===== src/verilog/cwdrw_pkg.sv =====
// constants and types for the configuration word decoder and regulator wake logic
package cwdrw_pkg;
  localparam int CLK_MHZ = 100;
  localparam int REG_ON_US = 10;
  localparam int REG_ON_CYC = REG_ON_US * CLK_MHZ;
  localparam int WAKE_LEGACY_US = 190;
  localparam int POWER_UP_TIMER_MS = 64;
  localparam int DLY_W = 23;
  localparam int WORD_W = 24;
  localparam int PAGE_W = 6;
  localparam logic [WORD_W-1:0] CW_UNPROG = 24'hffffff;
  localparam logic [WORD_W-1:0] CW3_UNIMPL = 24'hff10c0;
  localparam logic [WORD_W-1:0] CW4_UNIMPL = 24'hffff00;
  localparam logic [7:0] ID_UPPER = 8'hff;
  localparam logic [19:0] REV_UPPER = 20'h00000;
  localparam logic [WORD_W-1:0] FL_CW2_ADDR = 24'h00abfc;
  localparam logic [WORD_W-1:0] FL_CW3_ADDR = 24'h00abfa;
  localparam logic [WORD_W-1:0] FL_CW4_ADDR = 24'h00abf8;
  localparam logic [WORD_W-1:0] TBL_CW3 = 24'hf80004;
  localparam logic [WORD_W-1:0] TBL_CW4 = 24'hf80006;
  localparam logic [WORD_W-1:0] TBL_ID = 24'hf80008;
  localparam logic [WORD_W-1:0] TBL_REV = 24'hf8000a;
  localparam logic [1:0] MI_CW3 = 2'h0;
  localparam logic [1:0] MI_CW4 = 2'h1;
  localparam logic [1:0] MI_ID = 2'h2;
  localparam logic [1:0] MI_REV = 2'h3;
  localparam int CW2_ONEWAY_BIT = 4;
  localparam int CW3_END_BIT = 15;
  localparam int CW3_CFG_BIT = 14;
  localparam int CW3_DIS_BIT = 13;
  localparam int CW3_WUT_LSB = 10;
  localparam int CW3_PAGE_LSB = 0;
  localparam int CW4_EN_BIT = 7;
  localparam int CW4_BOR_BIT = 6;
  localparam int CW4_RTC_BIT = 5;
  localparam int CW4_OSC_BIT = 4;
  localparam int CW4_PS_LSB = 0;
  localparam logic [1:0] WUT_FAST = 2'h1;
  localparam logic [1:0] WUT_LEGACY = 2'h3;
  localparam logic [PAGE_W-1:0] LAST_PAGE = 6'h3f;
  localparam int DSW_PRE = 32;
  localparam int DSW_PRE_W = 5;
  localparam int DSW_POST_W = 32;
  typedef enum logic [2:0] {
    L_RD2 = 3'h0,
    L_RD3 = 3'h1,
    L_RD4 = 3'h3,
    L_IDS = 3'h2,
    L_REV = 3'h6,
    L_DONE = 3'h7
  } cwdrw_ld_t;
endpackage : cwdrw_pkg


===== src/verilog/cwdrw_cfg_mem.sv =====
// four-word store of the table-readable configuration and identity words
`timescale 1ns/10ps
module cwdrw_cfg_mem
(
  input wire logic ref_clk,
  input wire logic sys_rst,
  input wire logic ce,
  input wire logic we,
  input wire logic [1:0] waddr,
  input wire logic [cwdrw_pkg::WORD_W-1:0] wdata,
  input wire logic re,
  input wire logic rmiss,
  input wire logic [1:0] raddr,
  output logic [cwdrw_pkg::WORD_W-1:0] rdata
);
  import cwdrw_pkg::*;
  logic [WORD_W-1:0] mem [0:3];

  always_ff @(posedge ref_clk)
    if (ce && we)
      mem[waddr] <= wdata;

  // unmapped addresses read as unprogrammed cells
  always_ff @(posedge ref_clk or posedge sys_rst)
    if (sys_rst)
      rdata <= '0;
    else if (ce && re)
      rdata <= rmiss ? CW_UNPROG : mem[raddr];
endmodule : cwdrw_cfg_mem


===== src/verilog/cwdrw_delay.sv =====
// countdown that holds busy for exactly the loaded number of cycles
`timescale 1ns/10ps
module cwdrw_delay
(
  input wire logic ref_clk,
  input wire logic sys_rst,
  input wire logic ce,
  input wire logic start,
  input wire logic [cwdrw_pkg::DLY_W-1:0] load,
  output logic busy
);
  import cwdrw_pkg::*;
  logic [DLY_W-1:0] cnt_reg;

  always_ff @(posedge ref_clk or posedge sys_rst)
    if (sys_rst)
    begin
      cnt_reg <= '0;
      busy <= 1'b0;
    end
    else if (ce)
    begin
      if (start)
      begin
        cnt_reg <= load - DLY_W'(1);
        busy <= (load != '0);
      end
      else if (busy)
      begin
        cnt_reg <= cnt_reg - DLY_W'(1);
        busy <= (cnt_reg != '0);
      end
    end
endmodule : cwdrw_delay


===== src/verilog/cwdrw_top.sv =====
// configuration word loader, decoder and regulator wake/brown-out control
// Contract
// - with one-way lock off, pin lock may be set and cleared after unlock
// - end select 1 protects page zero to boundary; 0 boundary to last page
// - config page protect 0 protects last page and configuration words
// - wake select 11 gives 190 us legacy start, 01 gives 10 us
// - deep-sleep watchdog enable bit 7 of word four turns watchdog on
// - deep-sleep brown-out enable keeps brown-out alive in deep sleep only
// - calendar clock select 1 picks secondary oscillator, 0 low-power RC
// - deep-sleep watchdog clock select 1 picks low-power RC, 0 secondary
// - deep-sleep watchdog prescaler divides reference clock by 32
// - postscale code c divides by two to the power 2c plus 1
// - identifier word read-only, family code high byte, part code low
// - revision word read-only, 4-bit revision low, bits 23-4 zero
// - enabled regulator holds off execution about 10 us after power-down
// - wake delay length follows flash-power-in-sleep bit and wake select
// - regulator disabled adds 64 ms power-up timer after power-on or brown-out (here after sys_rst only; brown-out needs the regulator enabled)
// - regulator disabled sleep wake uses wake delay; flash power bit shortens
// - flash-power-in-sleep resets 0; then sleep puts flash in standby (here only while the regulator is enabled)
// - flash-power-in-sleep 1 keeps flash powered, wake skips the delay
// - supply below full-speed level sets low-voltage flag, regulator on only
// - regulator tracking failure issues brown-out reset and sets flag
// - segment protection active only when segment protect disable is 0
// - every device reset reloads all configuration from flash words
// - configuration bits read 0 programmed, 1 unprogrammed, via table reads
`timescale 1ns/10ps
module cwdrw_top #(
  parameter int WAKE_LEGACY_CYC = cwdrw_pkg::WAKE_LEGACY_US * cwdrw_pkg::CLK_MHZ,
  parameter int POWER_UP_TIMER_CYC = cwdrw_pkg::POWER_UP_TIMER_MS * 1000 * cwdrw_pkg::CLK_MHZ,
  parameter logic [7:0] FAMILY_CODE = 8'h5a,
  parameter logic [7:0] PART_CODE = 8'h3c,
  parameter logic [3:0] REVISION_NUMBER = 4'h1
)
(
  input wire logic ref_clk,
  input wire logic sys_rst,
  input wire logic ce,
  input wire logic dev_rst_req,
  output logic fl_rd_req,
  output logic [cwdrw_pkg::WORD_W-1:0] fl_addr,
  input wire logic [cwdrw_pkg::WORD_W-1:0] fl_rd_data,
  input wire logic fl_rd_ack,
  input wire logic tbl_rd,
  input wire logic [cwdrw_pkg::WORD_W-1:0] tbl_addr,
  output logic [cwdrw_pkg::WORD_W-1:0] tbl_rd_data,
  output logic tbl_rd_valid,
  input wire logic unlock_done,
  input wire logic lock_set_req,
  input wire logic lock_clr_req,
  output logic pin_map_lock,
  input wire logic reg_disable_pin,
  input wire logic vdd_below_full_pin,
  input wire logic track_fail_pin,
  input wire logic dsw_ref_pin,
  input wire logic sleep_enter,
  input wire logic wake_evt,
  input wire logic deep_sleep,
  input wire logic dsw_clr,
  input wire logic flash_power_in_sleep_wr,
  input wire logic flash_power_in_sleep_wdata,
  output logic flash_power_in_sleep,
  output logic exec_hold,
  output logic flash_standby,
  output logic low_voltage_flag_set,
  output logic brownout_reset,
  input wire logic brownout_flag_clr,
  output logic brownout_flag,
  output logic seg_protect_en,
  output logic [cwdrw_pkg::PAGE_W-1:0] seg_lower_page,
  output logic [cwdrw_pkg::PAGE_W-1:0] seg_upper_page,
  output logic last_page_protect,
  output logic deep_sleep_wdog_enable,
  output logic deep_sleep_brownout_enable,
  output logic calendar_clock_select,
  output logic deep_sleep_wdog_clock_select,
  output logic dsw_timeout
);
  import cwdrw_pkg::*;

  function automatic logic [2:0] tbl_index(input logic [WORD_W-1:0] a);
    case (a)
      TBL_CW3: tbl_index = {1'b1, MI_CW3};
      TBL_CW4: tbl_index = {1'b1, MI_CW4};
      TBL_ID: tbl_index = {1'b1, MI_ID};
      TBL_REV: tbl_index = {1'b1, MI_REV};
      default: tbl_index = 3'h0;
    endcase
  endfunction : tbl_index

  function automatic logic [DSW_POST_W-1:0] dsw_limit(input logic [3:0] code);
    dsw_limit = (32'h1 << {code, 1'b1}) - 32'h1;
  endfunction : dsw_limit

  cwdrw_ld_t ld_state, ld_next;
  logic [3:0] pin_meta, pin_s, pin_d;
  logic reg_en, ack_ok, reload, bor_evt, boot_go, wake_go, tmr_start, tmr_busy;
  logic mem_we, one_way_stage, one_way_reg, in_sleep_reg, por_pend_reg;
  logic [1:0] mem_waddr, wut_reg;
  logic [2:0] tbl_hit;
  logic [WORD_W-1:0] mem_wdata, w3_stage, w4_stage;
  logic [DLY_W-1:0] tmr_load;
  logic [3:0] dsw_ps_reg;
  logic [DSW_PRE_W-1:0] pre_cnt_reg;
  logic [DSW_POST_W-1:0] post_cnt_reg;
  logic dsw_run, dsw_base;

  // pins from outside the clock domain; only pin_s and its delayed copy pin_d feed logic
  always_ff @(posedge ref_clk or posedge sys_rst)
    if (sys_rst)
    begin
      pin_meta <= '0;
      pin_s <= '0;
      pin_d <= '0;
    end
    else if (ce)
    begin
      pin_meta <= {dsw_ref_pin, track_fail_pin, vdd_below_full_pin, reg_disable_pin};
      pin_s <= pin_meta;
      pin_d <= pin_s;
    end

  assign reg_en = !pin_s[0];
  assign bor_evt = ce && reg_en && pin_s[2] && !pin_d[2];
  assign reload = ce && (dev_rst_req || bor_evt);
  assign ack_ok = fl_rd_req && fl_rd_ack;

  always_comb
  begin
    ld_next = ld_state;
    case (ld_state)
      L_RD2: if (ack_ok) ld_next = L_RD3;
      L_RD3: if (ack_ok) ld_next = L_RD4;
      L_RD4: if (ack_ok) ld_next = L_IDS;
      L_IDS: ld_next = L_REV;
      L_REV: ld_next = L_DONE;
      L_DONE: ld_next = L_DONE;
      default: ld_next = L_RD2;
    endcase
    if (reload)
      ld_next = L_RD2;
  end

  always_ff @(posedge ref_clk or posedge sys_rst)
    if (sys_rst)
    begin
      ld_state <= L_RD2;
      fl_rd_req <= 1'b0;
      fl_addr <= FL_CW2_ADDR;
    end
    else if (ce)
    begin
      ld_state <= ld_next;
      fl_rd_req <= (ld_next == L_RD2) || (ld_next == L_RD3) || (ld_next == L_RD4);
      fl_addr <= (ld_next == L_RD3) ? FL_CW3_ADDR :
                 (ld_next == L_RD4) ? FL_CW4_ADDR : FL_CW2_ADDR;
    end

  // unimplemented bits forced to 1 so they read unprogrammed
  always_ff @(posedge ref_clk or posedge sys_rst)
    if (sys_rst)
    begin
      one_way_stage <= 1'b1;
      w3_stage <= CW_UNPROG;
      w4_stage <= CW_UNPROG;
    end
    else if (ce && ack_ok && !reload)
    begin
      if (ld_state == L_RD2)
        one_way_stage <= fl_rd_data[CW2_ONEWAY_BIT];
      if (ld_state == L_RD3)
        w3_stage <= fl_rd_data | CW3_UNIMPL;
      if (ld_state == L_RD4)
        w4_stage <= fl_rd_data | CW4_UNIMPL;
    end

  always_comb
  begin
    mem_we = 1'b0;
    mem_waddr = MI_CW3;
    mem_wdata = fl_rd_data | CW3_UNIMPL;
    case (ld_state)
      L_RD3: mem_we = ack_ok;
      L_RD4:
      begin
        mem_we = ack_ok;
        mem_waddr = MI_CW4;
        mem_wdata = fl_rd_data | CW4_UNIMPL;
      end
      L_IDS:
      begin
        mem_we = 1'b1;
        mem_waddr = MI_ID;
        mem_wdata = {ID_UPPER, FAMILY_CODE, PART_CODE};
      end
      L_REV:
      begin
        mem_we = 1'b1;
        mem_waddr = MI_REV;
        mem_wdata = {REV_UPPER, REVISION_NUMBER};
      end
      default: mem_we = 1'b0;
    endcase
  end

  assign tbl_hit = tbl_index(tbl_addr);

  // config space is read-only here; table reads are the only way in
  cwdrw_cfg_mem u_mem (
    .ref_clk(ref_clk),
    .sys_rst(sys_rst),
    .ce(ce),
    .we(mem_we && !reload),
    .waddr(mem_waddr),
    .wdata(mem_wdata),
    .re(tbl_rd),
    .rmiss(!tbl_hit[2]),
    .raddr(tbl_hit[1:0]),
    .rdata(tbl_rd_data)
  );

  always_ff @(posedge ref_clk or posedge sys_rst)
    if (sys_rst)
      tbl_rd_valid <= 1'b0;
    else if (ce)
      tbl_rd_valid <= tbl_rd;

  // decoded settings only move on the last load step
  always_ff @(posedge ref_clk or posedge sys_rst)
    if (sys_rst)
    begin
      seg_protect_en <= 1'b0;
      seg_lower_page <= '0;
      seg_upper_page <= LAST_PAGE;
      last_page_protect <= 1'b0;
      wut_reg <= WUT_LEGACY;
      deep_sleep_wdog_enable <= 1'b0;
      deep_sleep_brownout_enable <= 1'b0;
      calendar_clock_select <= 1'b0;
      deep_sleep_wdog_clock_select <= 1'b0;
      dsw_ps_reg <= '0;
      one_way_reg <= 1'b1;
    end
    else if (ce && ld_state == L_REV && !reload)
    begin
      seg_protect_en <= !w3_stage[CW3_DIS_BIT];
      seg_lower_page <= w3_stage[CW3_END_BIT] ? '0 : w3_stage[CW3_PAGE_LSB +: PAGE_W];
      seg_upper_page <= w3_stage[CW3_END_BIT] ? w3_stage[CW3_PAGE_LSB +: PAGE_W] : LAST_PAGE;
      last_page_protect <= !w3_stage[CW3_CFG_BIT];
      wut_reg <= w3_stage[CW3_WUT_LSB +: 2];
      deep_sleep_wdog_enable <= w4_stage[CW4_EN_BIT];
      deep_sleep_brownout_enable <= w4_stage[CW4_BOR_BIT];
      calendar_clock_select <= w4_stage[CW4_RTC_BIT];
      deep_sleep_wdog_clock_select <= w4_stage[CW4_OSC_BIT];
      dsw_ps_reg <= w4_stage[CW4_PS_LSB +: 4];
      one_way_reg <= one_way_stage;
    end

  always_ff @(posedge ref_clk or posedge sys_rst)
    if (sys_rst)
      pin_map_lock <= 1'b0;
    else if (ce)
    begin
      if (dev_rst_req || bor_evt)
        pin_map_lock <= 1'b0;
      else if (unlock_done && lock_set_req)
        pin_map_lock <= 1'b1;
      else if (unlock_done && lock_clr_req && !one_way_reg)
        pin_map_lock <= 1'b0;
    end

  // reserved wake codes fall back to the legacy time
  assign boot_go = ce && ld_state == L_REV && !reload;
  assign wake_go = ce && wake_evt && in_sleep_reg && !reload;
  assign tmr_start = boot_go || (wake_go && !flash_power_in_sleep);
  always_comb
    if (boot_go)
      tmr_load = reg_en ? DLY_W'(REG_ON_CYC) :
                 (por_pend_reg ? DLY_W'(POWER_UP_TIMER_CYC) : DLY_W'(0));
    else
      tmr_load = (wut_reg == WUT_FAST) ? DLY_W'(REG_ON_CYC) :
                 DLY_W'(WAKE_LEGACY_CYC);

  cwdrw_delay u_delay (
    .ref_clk(ref_clk),
    .sys_rst(sys_rst),
    .ce(ce),
    .start(tmr_start),
    .load(tmr_load),
    .busy(tmr_busy)
  );

  always_ff @(posedge ref_clk or posedge sys_rst)
    if (sys_rst)
    begin
      por_pend_reg <= 1'b1;
      in_sleep_reg <= 1'b0;
      flash_power_in_sleep <= 1'b0;
      exec_hold <= 1'b1;
      flash_standby <= 1'b0;
    end
    else if (ce)
    begin
      if (bor_evt)
        por_pend_reg <= 1'b1;
      else if (boot_go)
        por_pend_reg <= 1'b0;
      if (reload || wake_go)
        in_sleep_reg <= 1'b0;
      else if (sleep_enter && ld_state == L_DONE && !tmr_busy)
        in_sleep_reg <= 1'b1;
      if (flash_power_in_sleep_wr)
        flash_power_in_sleep <= flash_power_in_sleep_wdata;
      exec_hold <= ld_state != L_DONE || tmr_start || tmr_busy || in_sleep_reg;
      flash_standby <= in_sleep_reg && !flash_power_in_sleep && reg_en;
    end

  // brown-out flag: a new event wins over a clear in the same cycle
  always_ff @(posedge ref_clk or posedge sys_rst)
    if (sys_rst)
    begin
      low_voltage_flag_set <= 1'b0;
      brownout_reset <= 1'b0;
      brownout_flag <= 1'b0;
    end
    else if (ce)
    begin
      low_voltage_flag_set <= reg_en && pin_s[1] && !pin_d[1];
      brownout_reset <= bor_evt;
      if (bor_evt)
        brownout_flag <= 1'b1;
      else if (brownout_flag_clr)
        brownout_flag <= 1'b0;
    end

  assign dsw_run = deep_sleep_wdog_enable && deep_sleep && !dsw_clr;
  assign dsw_base = pin_s[3] && !pin_d[3] && pre_cnt_reg == DSW_PRE_W'(DSW_PRE - 1);

  always_ff @(posedge ref_clk or posedge sys_rst)
    if (sys_rst)
    begin
      pre_cnt_reg <= '0;
      post_cnt_reg <= '0;
      dsw_timeout <= 1'b0;
    end
    else if (ce)
    begin
      dsw_timeout <= dsw_run && dsw_base && post_cnt_reg == dsw_limit(dsw_ps_reg);
      if (!dsw_run)
      begin
        pre_cnt_reg <= '0;
        post_cnt_reg <= '0;
      end
      else if (pin_s[3] && !pin_d[3])
      begin
        pre_cnt_reg <= pre_cnt_reg + DSW_PRE_W'(1);
        if (dsw_base)
          post_cnt_reg <= (post_cnt_reg == dsw_limit(dsw_ps_reg)) ? '0 :
                          post_cnt_reg + DSW_POST_W'(1);
      end
    end
endmodule : cwdrw_top


===== config.mk =====
export PLATFORM = sky130hd
export DESIGN_NAME = cwdrw_top
export DESIGN_NICKNAME = d
export VERILOG_FILES = /design/src/verilog/cwdrw_pkg.sv /design/src/verilog/cwdrw_cfg_mem.sv /design/src/verilog/cwdrw_delay.sv /design/src/verilog/cwdrw_top.sv
export SDC_FILE = /design/constraint.sdc
export NUM_CORES = 1
export LEC_CHECK = 0
export ABC_AREA = 1
export CAP_MARGIN = 20
export CORE_MARGIN = 4
export CORE_UTILIZATION = 45
export DETAILED_ROUTE_END_ITERATION = 8
export DONT_BUFFER_PORTS = 1
export SLEW_MARGIN = 20
export SYNTH_ARGS = -nofsm -noshare
export SYNTH_HDL_FRONTEND = slang
export SYNTH_HIERARCHICAL = 1
export SYNTH_SLANG_ARGS = --single-unit
export TNS_END_PERCENT = 10

===== constraint.sdc =====
create_clock -name ref_clk -period 10.1 [get_ports ref_clk]
set_input_delay 1.515 -clock ref_clk [delete_from_list [all_inputs] [get_ports ref_clk]]
set_output_delay 1.515 -clock ref_clk [all_outputs]
set_load 0.01 [all_outputs]

==> run_results.csv, run 1 <==
group,metric,value,unit
outcome,status,"completed",
pwr,leakage,7.46,nW
layout,nets,1892,
worst_setup_path,worst_setup_path_end_kind,"flip-flop",
yosys,synth-simple-area-share,0.311,
yosys,synth_adder_area_share,0.00449,
cts,path_clk_slew,0.06,ns
global_routing,grt_max_degree,85,
yosys,synth_top_family_by_area,"simple AND/OR/NAND/NOR gates",
die,core,0.0306,mm^2
layout,antenna-diode-count,0,
global_routing,overflow,0,
cts,cts_root_buffer,"clkbuf_16",
routing,ant_nets,0,
layout,nFillCells,2961,
yosys,synth_compound_area_frac,0.0481,
routing,vias_per_cell,4.99,
yosys,avgSynthCellArea,7.69,um^2
timing,tns,0,ns
cts,h-tree-depth,1,
layout,instances_no_fill,2236,
cts,cts_tree,"built",
yosys,ys_warn_count,6,
layout,syn_to_final_growth,8.93,%
die,die_h,184,um
timing,period_needed,4.13,ns
routing,vias,11100,
timing,drv_slew,0,
cts,cts_setup_buffers,0,
yosys,synth_top_area_cell,"dfrtp_1",
global_routing,grt_usage,0.202,
worst_setup_path,rr_worst_depth,14,
yosys,ys_types,45,
timing,fmax,0.242,GHz
cts,numCtsBuffers,28,
worst_setup_path,startpoint,"ce",
worst_setup_path,worstPathArrival,4.59,ns
worst_setup_path,crit_type,"primary input to flip-flop",
worst_setup_path,crit_end,"u_delay/cnt_reg[8]",
placement,dpl-instance-area,0.0142,mm^2
cts,clk_latency,0.54,ns
die,start_util,0.455,
yosys,ys_seq_area_frac,0.494,
placement,place_congestion,0.899,
yosys,syn_area,0.0139,mm^2
routing,drt-wirelength-per-cell,15.3,um
run,drv_cap,0,
timing,rsz0062_at_grt,"no",
yosys,syn_inst,1812,
pwr,ir_drop,0.119,mV
yosys,ys_top_cells_by_area,"dfrtp_1 (23%), edfxtp_1 (21%), nand2_1 (17%), inv_1 (8.2%), nand3_1 (6.1%)",
layout,seqCellArea,0.00688,mm^2
pwr,powerDensity,166,mW/mm^2
global_routing,antenna_found_initial,0,
yosys,synth_top_area_share,0.226,
worst_setup_path,start_kind,"primary input",
cts,cts_hold_buf,0,
worst_setup_path,r2r_start,"ld_state[2]",
timing,fin_ws,5.97,ns
routing,drtPass1Iterations,6,
worst_setup_path,cpMaxStageDelayCell,"clkinv_1",
timing,finalClockSkew,0.0138,ns
layout,fin_area,0.0152,mm^2
placement,port_buffers,0,
die,row_count,64,
yosys,synth_edf_count,96,
global_routing,grt_pass1_vias,10700,
timing,finalSetupViolCount,0,
placement,dp_slack,5.41,ns
routing,wl,34300,um
routing,drc,0,
layout,multi_input_area,0.00556,mm^2
worst_setup_path,cpPeakStageDelay,0.58,ns
die,die_w,184,um
global_routing,grt_pass1_wl,55900,um
yosys,ys_seq_elements,254,
min_path,hp-class,"flip-flop to flip-flop",
timing,relSlewSlack,0.392,
placement,placedCellCount,2184,
timing,finalHoldViolCount,0,
worst_setup_path,reg2reg_to,"u_delay/cnt_reg[8]",
yosys,ys.flop_type,"dfrtp_1",
placement,detailed_place_hpwl,23100,um
worst_setup_path,path_buf_inv,6,
layout,drive_above_1_share,0.0902,
yosys,synth_xor_area_frac,0.0201,
layout,largest_reg_flops,96,
die,io_pins,144,
die,die-area,0.0338,mm^2
worst_setup_path,worstSetupPathDepth,15,
cts,cts_resized,0,
worst_setup_path,critPathTopFamily,"buffers and inverters",
worst_setup_path,worstPathRequired,10.56,ns
worst_setup_path,r2r_setup_slack,6.34,ns
timing,min_period_over_period,0.408,
yosys,synth.most_common_cell,"nand2_1",
yosys,synth_common_cells,"nand2_1 (622), inv_1 (304), nand3_1 (169)",
worst_setup_path,crit_chain,"nand4_1, inv_1, nor2_2, inv_1, nand2_1, inv_1, o31ai_4, buf_4, nand2_1, nand2_1, buf_4, clkinv_1, a21oi_1, o21ai_0, o21ai_0",
worst_setup_path,path_max_fanout,46,
yosys,postSynth.asyncResetShare,0.622,
timing,worst_slew_pin_slew,0.909,ns
yosys,muxShareOfSynthArea,0,
routing,drtIter0Drc,834,
cts,clock_path_buffers,3,
cts,cts_sinks,254,
## per-layer routing
metal,vias to the layer above,GRT usage,routed length [um]
met4,0,0.0482,795
met5,-,0,0
met2,293,0.322,15500
met1,5211,0.283,15600
met3,49,0.0443,2360
li1,5594,-,-
## power breakdown
group / switching, mW / total (mW) / internal [mW]
logic: 0.218 / 0.309 / 0.0912
registers: 0.0453 / 1.19 / 1.14
clock network: 0.414 / 1.02 / 0.602
## area by class of cell
cell class	instances	area share
Multi-Input combinational cell	1208	0.366
Sequential cell	254	0.453
Tap cell	396	0.0327
Inverter	312	0.0777
Timing Repair Buffer	15	0.00899
Clock inverter	8	0.00519
Clock buffer	43	0.0559
## logic make-up after synthesis
logic type	after synthesis
DFF	254
AOI/OAI and AO/OA	125
buffers and inverters	391
and+or+nand+nor	1003
adders and majority gates	5
xor gates and xnor gates	32
other	2
## worst register-to-register path, delay by kind of cell (launching register included)
kind,cells,cell delay (ns)
buf+inv,5,1.80
flops,1,0.42
simple gates,5,0.91
compound gates,4,0.53
## cell usage in the layout, fill, tap and decap left out, types with 3 or more instances in the layout
cell       synthesis  routed
a21oi_1           22      21
buf_4             26      13
clkbuf_1          17       7
clkbuf_16          0      29
clkbuf_8           0       7
clkinv_1           1       3
clkinv_2           0       5
conb_1             2      43
dfrtp_1          126     126
dfstp_2           32      32
edfxtp_1          96      96
ha_1               5       5
inv_1            304     300
inv_2              6       7
nand2_1          622     622
nand2_2           14      14
nand3_1          169     169
nand3_2           21      21
nand3b_1           3       3
nand4_1           11      11
nor2_1            99      97
nor2_2            15      16
nor2_4             4       5
nor3_1            31      26
nor3_2             1       5
nor4_1            11      11
o21ai_0           77      77
o21ai_1            9       9
o22ai_1            3       3
xor2_1            30      30
## worst min path at each step
stage	slack, ns	from	endpoint	cells after the start
floorplan	0.43	pin_d[1]	low_voltage_flag_set	1
global placement	0.44	pin_d[1]	low_voltage_flag_set	1
detailed placement	0.45	pin_d[1]	low_voltage_flag_set	1
CTS	0.46	pin_d[1]	low_voltage_flag_set	1
global route	0.49	w3_stage[11]	wut_reg[1]	2
finish	0.45	pin_d[1]	low_voltage_flag_set	1
## through the flow
| step | hold slack [ns] | util | power [mW] |
|---|---|---|---|
| 4_1_cts | 0.457 | 0.495 | 2.54 |
| 5_1_grt | 0.486 | 0.496 | 2.65 |
| 3_3_place_gp | 0.441 | 0.465 | 1.51 |
| 6_report | 0.451 | 0.496 | 2.51 |
| 2_1_floorplan | 0.431 | - | 1.44 |
| 3_5_place_dp | 0.451 | 0.465 | 1.51 |
Note: power is estimated with default switching activity, not from simulation.
==> inputs of run 2 (changes only) <==
- ABC_AREA: 1 -> 0
- clock period: 10.1 -> 3.39 ns (I/O delays scaled with it)
==> run 2 against run 1 <==
Net effect: cell area grew 1.2%; clock power grew to 2.8 times the previous value; worst hold slack lost 0.40 ns; critical path type is now flip-flop to flip-flop; via count shrank 12%; global-route usage grew 0.12 points; combinational power grew to 4.2 times the previous value.
==> run_results.csv, run 2 <==
group,metric,value,unit
outcome,status,"completed",
cts,clk_latency,0.55,ns
timing,period_needed,3.36,ns
yosys,synth_top_area_cell,"dfrtp_1",
yosys,ys_top_cells_by_area,"dfrtp_1 (24%), edfxtp_1 (22%), dfstp_2 (6.3%), nand2_1 (3.6%), mux4_2 (3.4%)",
layout,largest_reg_flops,96,
worst_setup_path,crit_chain,"or4_4, ha_4, nor2b_4, nor4_4, o2111ai_2, or4b_1, or4_4, clkbuf_16, a221oi_2, o41ai_1",
worst_setup_path,worstPathRequired,3.81,ns
layout,nets,1355,
yosys,syn_area,0.0133,mm^2
yosys,synth_edf_count,96,
cts,h-tree-depth,1,
cts,cts_sinks,254,
yosys,syn_inst,1221,
timing,worst_slew_pin_slew,0.995,ns
routing,drc,0,
global_routing,grt_pass1_wl,54600,um
layout,seqCellArea,0.00688,mm^2
cts,path_clk_slew,0.06,ns
cts,cts_tree,"built",
yosys,ys.flop_type,"dfrtp_1",
cts,numCtsBuffers,28,
yosys,ys_seq_area_frac,0.515,
worst_setup_path,critPathMostFrequentCell,"or4_4",
pwr,ir_drop,0.335,mV
die,die_w,180,um
yosys,ys_seq_elements,254,
yosys,ys_types,79,
yosys,ys_warn_count,6,
die,die_h,180,um
cts,clock_path_buffers,3,
die,core,0.0290,mm^2
routing,drtPass1Iterations,5,
global_routing,grt_max_degree,76,
timing,tns,0,ns
global_routing,grt_pass1_vias,9604,
min_path,hp-class,"primary input to flip-flop",
timing,fmax,0.297,GHz
placement,port_buffers,0,
layout,syn_to_final_growth,15.1,%
die,io_pins,144,
run,drv_cap,0,
die,row_count,62,
timing,finalHoldViolCount,0,
yosys,synth.most_common_cell,"nand2_1",
timing,rsz0062_at_grt,"yes",
timing,min_period_over_period,0.992,
layout,multi_input_area,0.00624,mm^2
pwr,powerDensity,522,mW/mm^2
worst_setup_path,worst_setup_path_end_kind,"flip-flop",
global_routing,overflow,0,
worst_setup_path,cpPeakStageDelay,0.62,ns
routing,ant_nets,0,
global_routing,grt_usage,0.203,
yosys,postSynth.asyncResetShare,0.622,
placement,dp_slack,-0.0809,ns
routing,wl,34200,um
worst_setup_path,start_kind,"flip-flop",
layout,layout_common_cells,"nand2_1 (128), dfrtp_1 (126), edfxtp_1 (96)",
timing,drv_slew,0,
die,start_util,0.460,
routing,vias_per_cell,5.78,
placement,place_congestion,0.887,
layout,layout_commonest_cell,"nand2_1",
worst_setup_path,critPathTopFamily,"simple AND/OR/NAND/NOR gates",
timing,relSlewSlack,0.337,
pwr,leakage,5.71,nW
routing,drtIter0Drc,824,
routing,drt-wirelength-per-cell,20.2,um
timing,finalClockSkew,0.0152,ns
worst_setup_path,worstPathArrival,3.78,ns
layout,drive_above_1_share,0.212,
yosys,synth_common_cells,"nand2_1 (129), dfrtp_1 (126), edfxtp_1 (96)",
yosys,avgSynthCellArea,10.9,um^2
worst_setup_path,crit_type,"flip-flop to flip-flop",
die,die-area,0.0325,mm^2
placement,detailed_place_hpwl,23000,um
worst_setup_path,cpMaxStageDelayCell,"or4_4",
timing,finalSetupViolCount,0,
cts,cts_root_buffer,"clkbuf_16",
worst_setup_path,path_buf_inv,1,
worst_setup_path,path_max_fanout,5,
yosys,synth_top_area_share,0.236,
global_routing,antenna_found_initial,2,
routing,vias,9764,
timing,fin_ws,0.0258,ns
layout,nFillCells,2541,
-- run 2: final timing paths --
| check | slack [ns] | endpoint | start | cells after the start |
|---|---|---|---|---|
| max | 0.03 | post_cnt_reg[13] | dsw_ps_reg[1] | 10 |
| max reg2reg | 0.03 | post_cnt_reg[13] | dsw_ps_reg[1] | 10 |
| min in group asynchronous | 0.37 | u_mem/rdata[13] | sys_rst | 2 |
| max in group asynchronous | 2.11 | one_way_stage | sys_rst | 3 |
| min reg2reg | 0.46 | wut_reg[1] | w3_stage[11] | 2 |
| min | 0.05 | u_delay/cnt_reg[6] | ce | 1 |
-- run 2: stage by stage --
step | total power [mW] | hold WS (ns) | utilization | instances | area, um^2
after floorplan | 4.72 | 0.433 | - | 1270 | 13700
after global placement | 5.09 | 0.444 | 0.488 | 1627 | 14200
after detailed placement | 5.11 | 0.446 | 0.488 | 1627 | 14200
after CTS | 8.04 | 0.0233 | 0.520 | 1681 | 15100
after global routing | 8.41 | 0.0510 | 0.529 | 1689 | 15400
final | 8.02 | 0.0523 | 0.529 | 1689 | 15400
-- run 2: per-layer routing --
layer | share of wire | wire length [um] | track usage
met5 | 0.00038 | 13 | 0
met4 | 0.032 | 1080 | 0.0620
met3 | 0.056 | 1920 | 0.0402
met2 | 0.45 | 15300 | 0.305
met1 | 0.47 | 15900 | 0.299
-- run 2: layout make-up --
type                       count  share of cell area
sequential                   254               0.448
antenna                        1            0.000163
clock inverter                14             0.00807
tap                          384              0.0313
multi-input combinational    886               0.406
inverter                      32             0.00847
timing repair buffer          80              0.0486
clock buffer                  38              0.0494
-- run 2: what timing repair did --
action,in CTS,in global routing
hold buffers,1,1
hold endpoints to repair,35,40
pin swaps,3,9
gates cloned,1,2
setup endpoints to repair,21,37
gates resized for setup,4,29
buffers inserted,0,3
-- run 2: worst reg2reg max path, stage by stage (launching register included) --
cell and delay [ns]:
dfrtp_1 0.37, or4_4 0.56, ha_4 0.19, nor2b_4 0.13
nor4_4 0.16, o2111ai_2 0.17, or4b_1 0.50, or4_4 0.62
clkbuf_16 0.21, a221oi_2 0.23, o41ai_1 0.10
-- run 2: power by group --
part	total (mW)	switching [mW]	internal (mW)	leakage [nW]
Combinational	1.31	0.759	0.546	2.64
Clock	2.90	1.24	1.65	0.433
Sequential	3.82	0.269	3.55	2.63
-- run 2: cell families after synthesis --
logic type,synth area share
other cells,0.000563
compound gates,0.158
mux,0.0783
simple gates,0.175
flops,0.515
fa+ha+maj,0.00469
xor+xnor,0.0190
buf+inv,0.0496
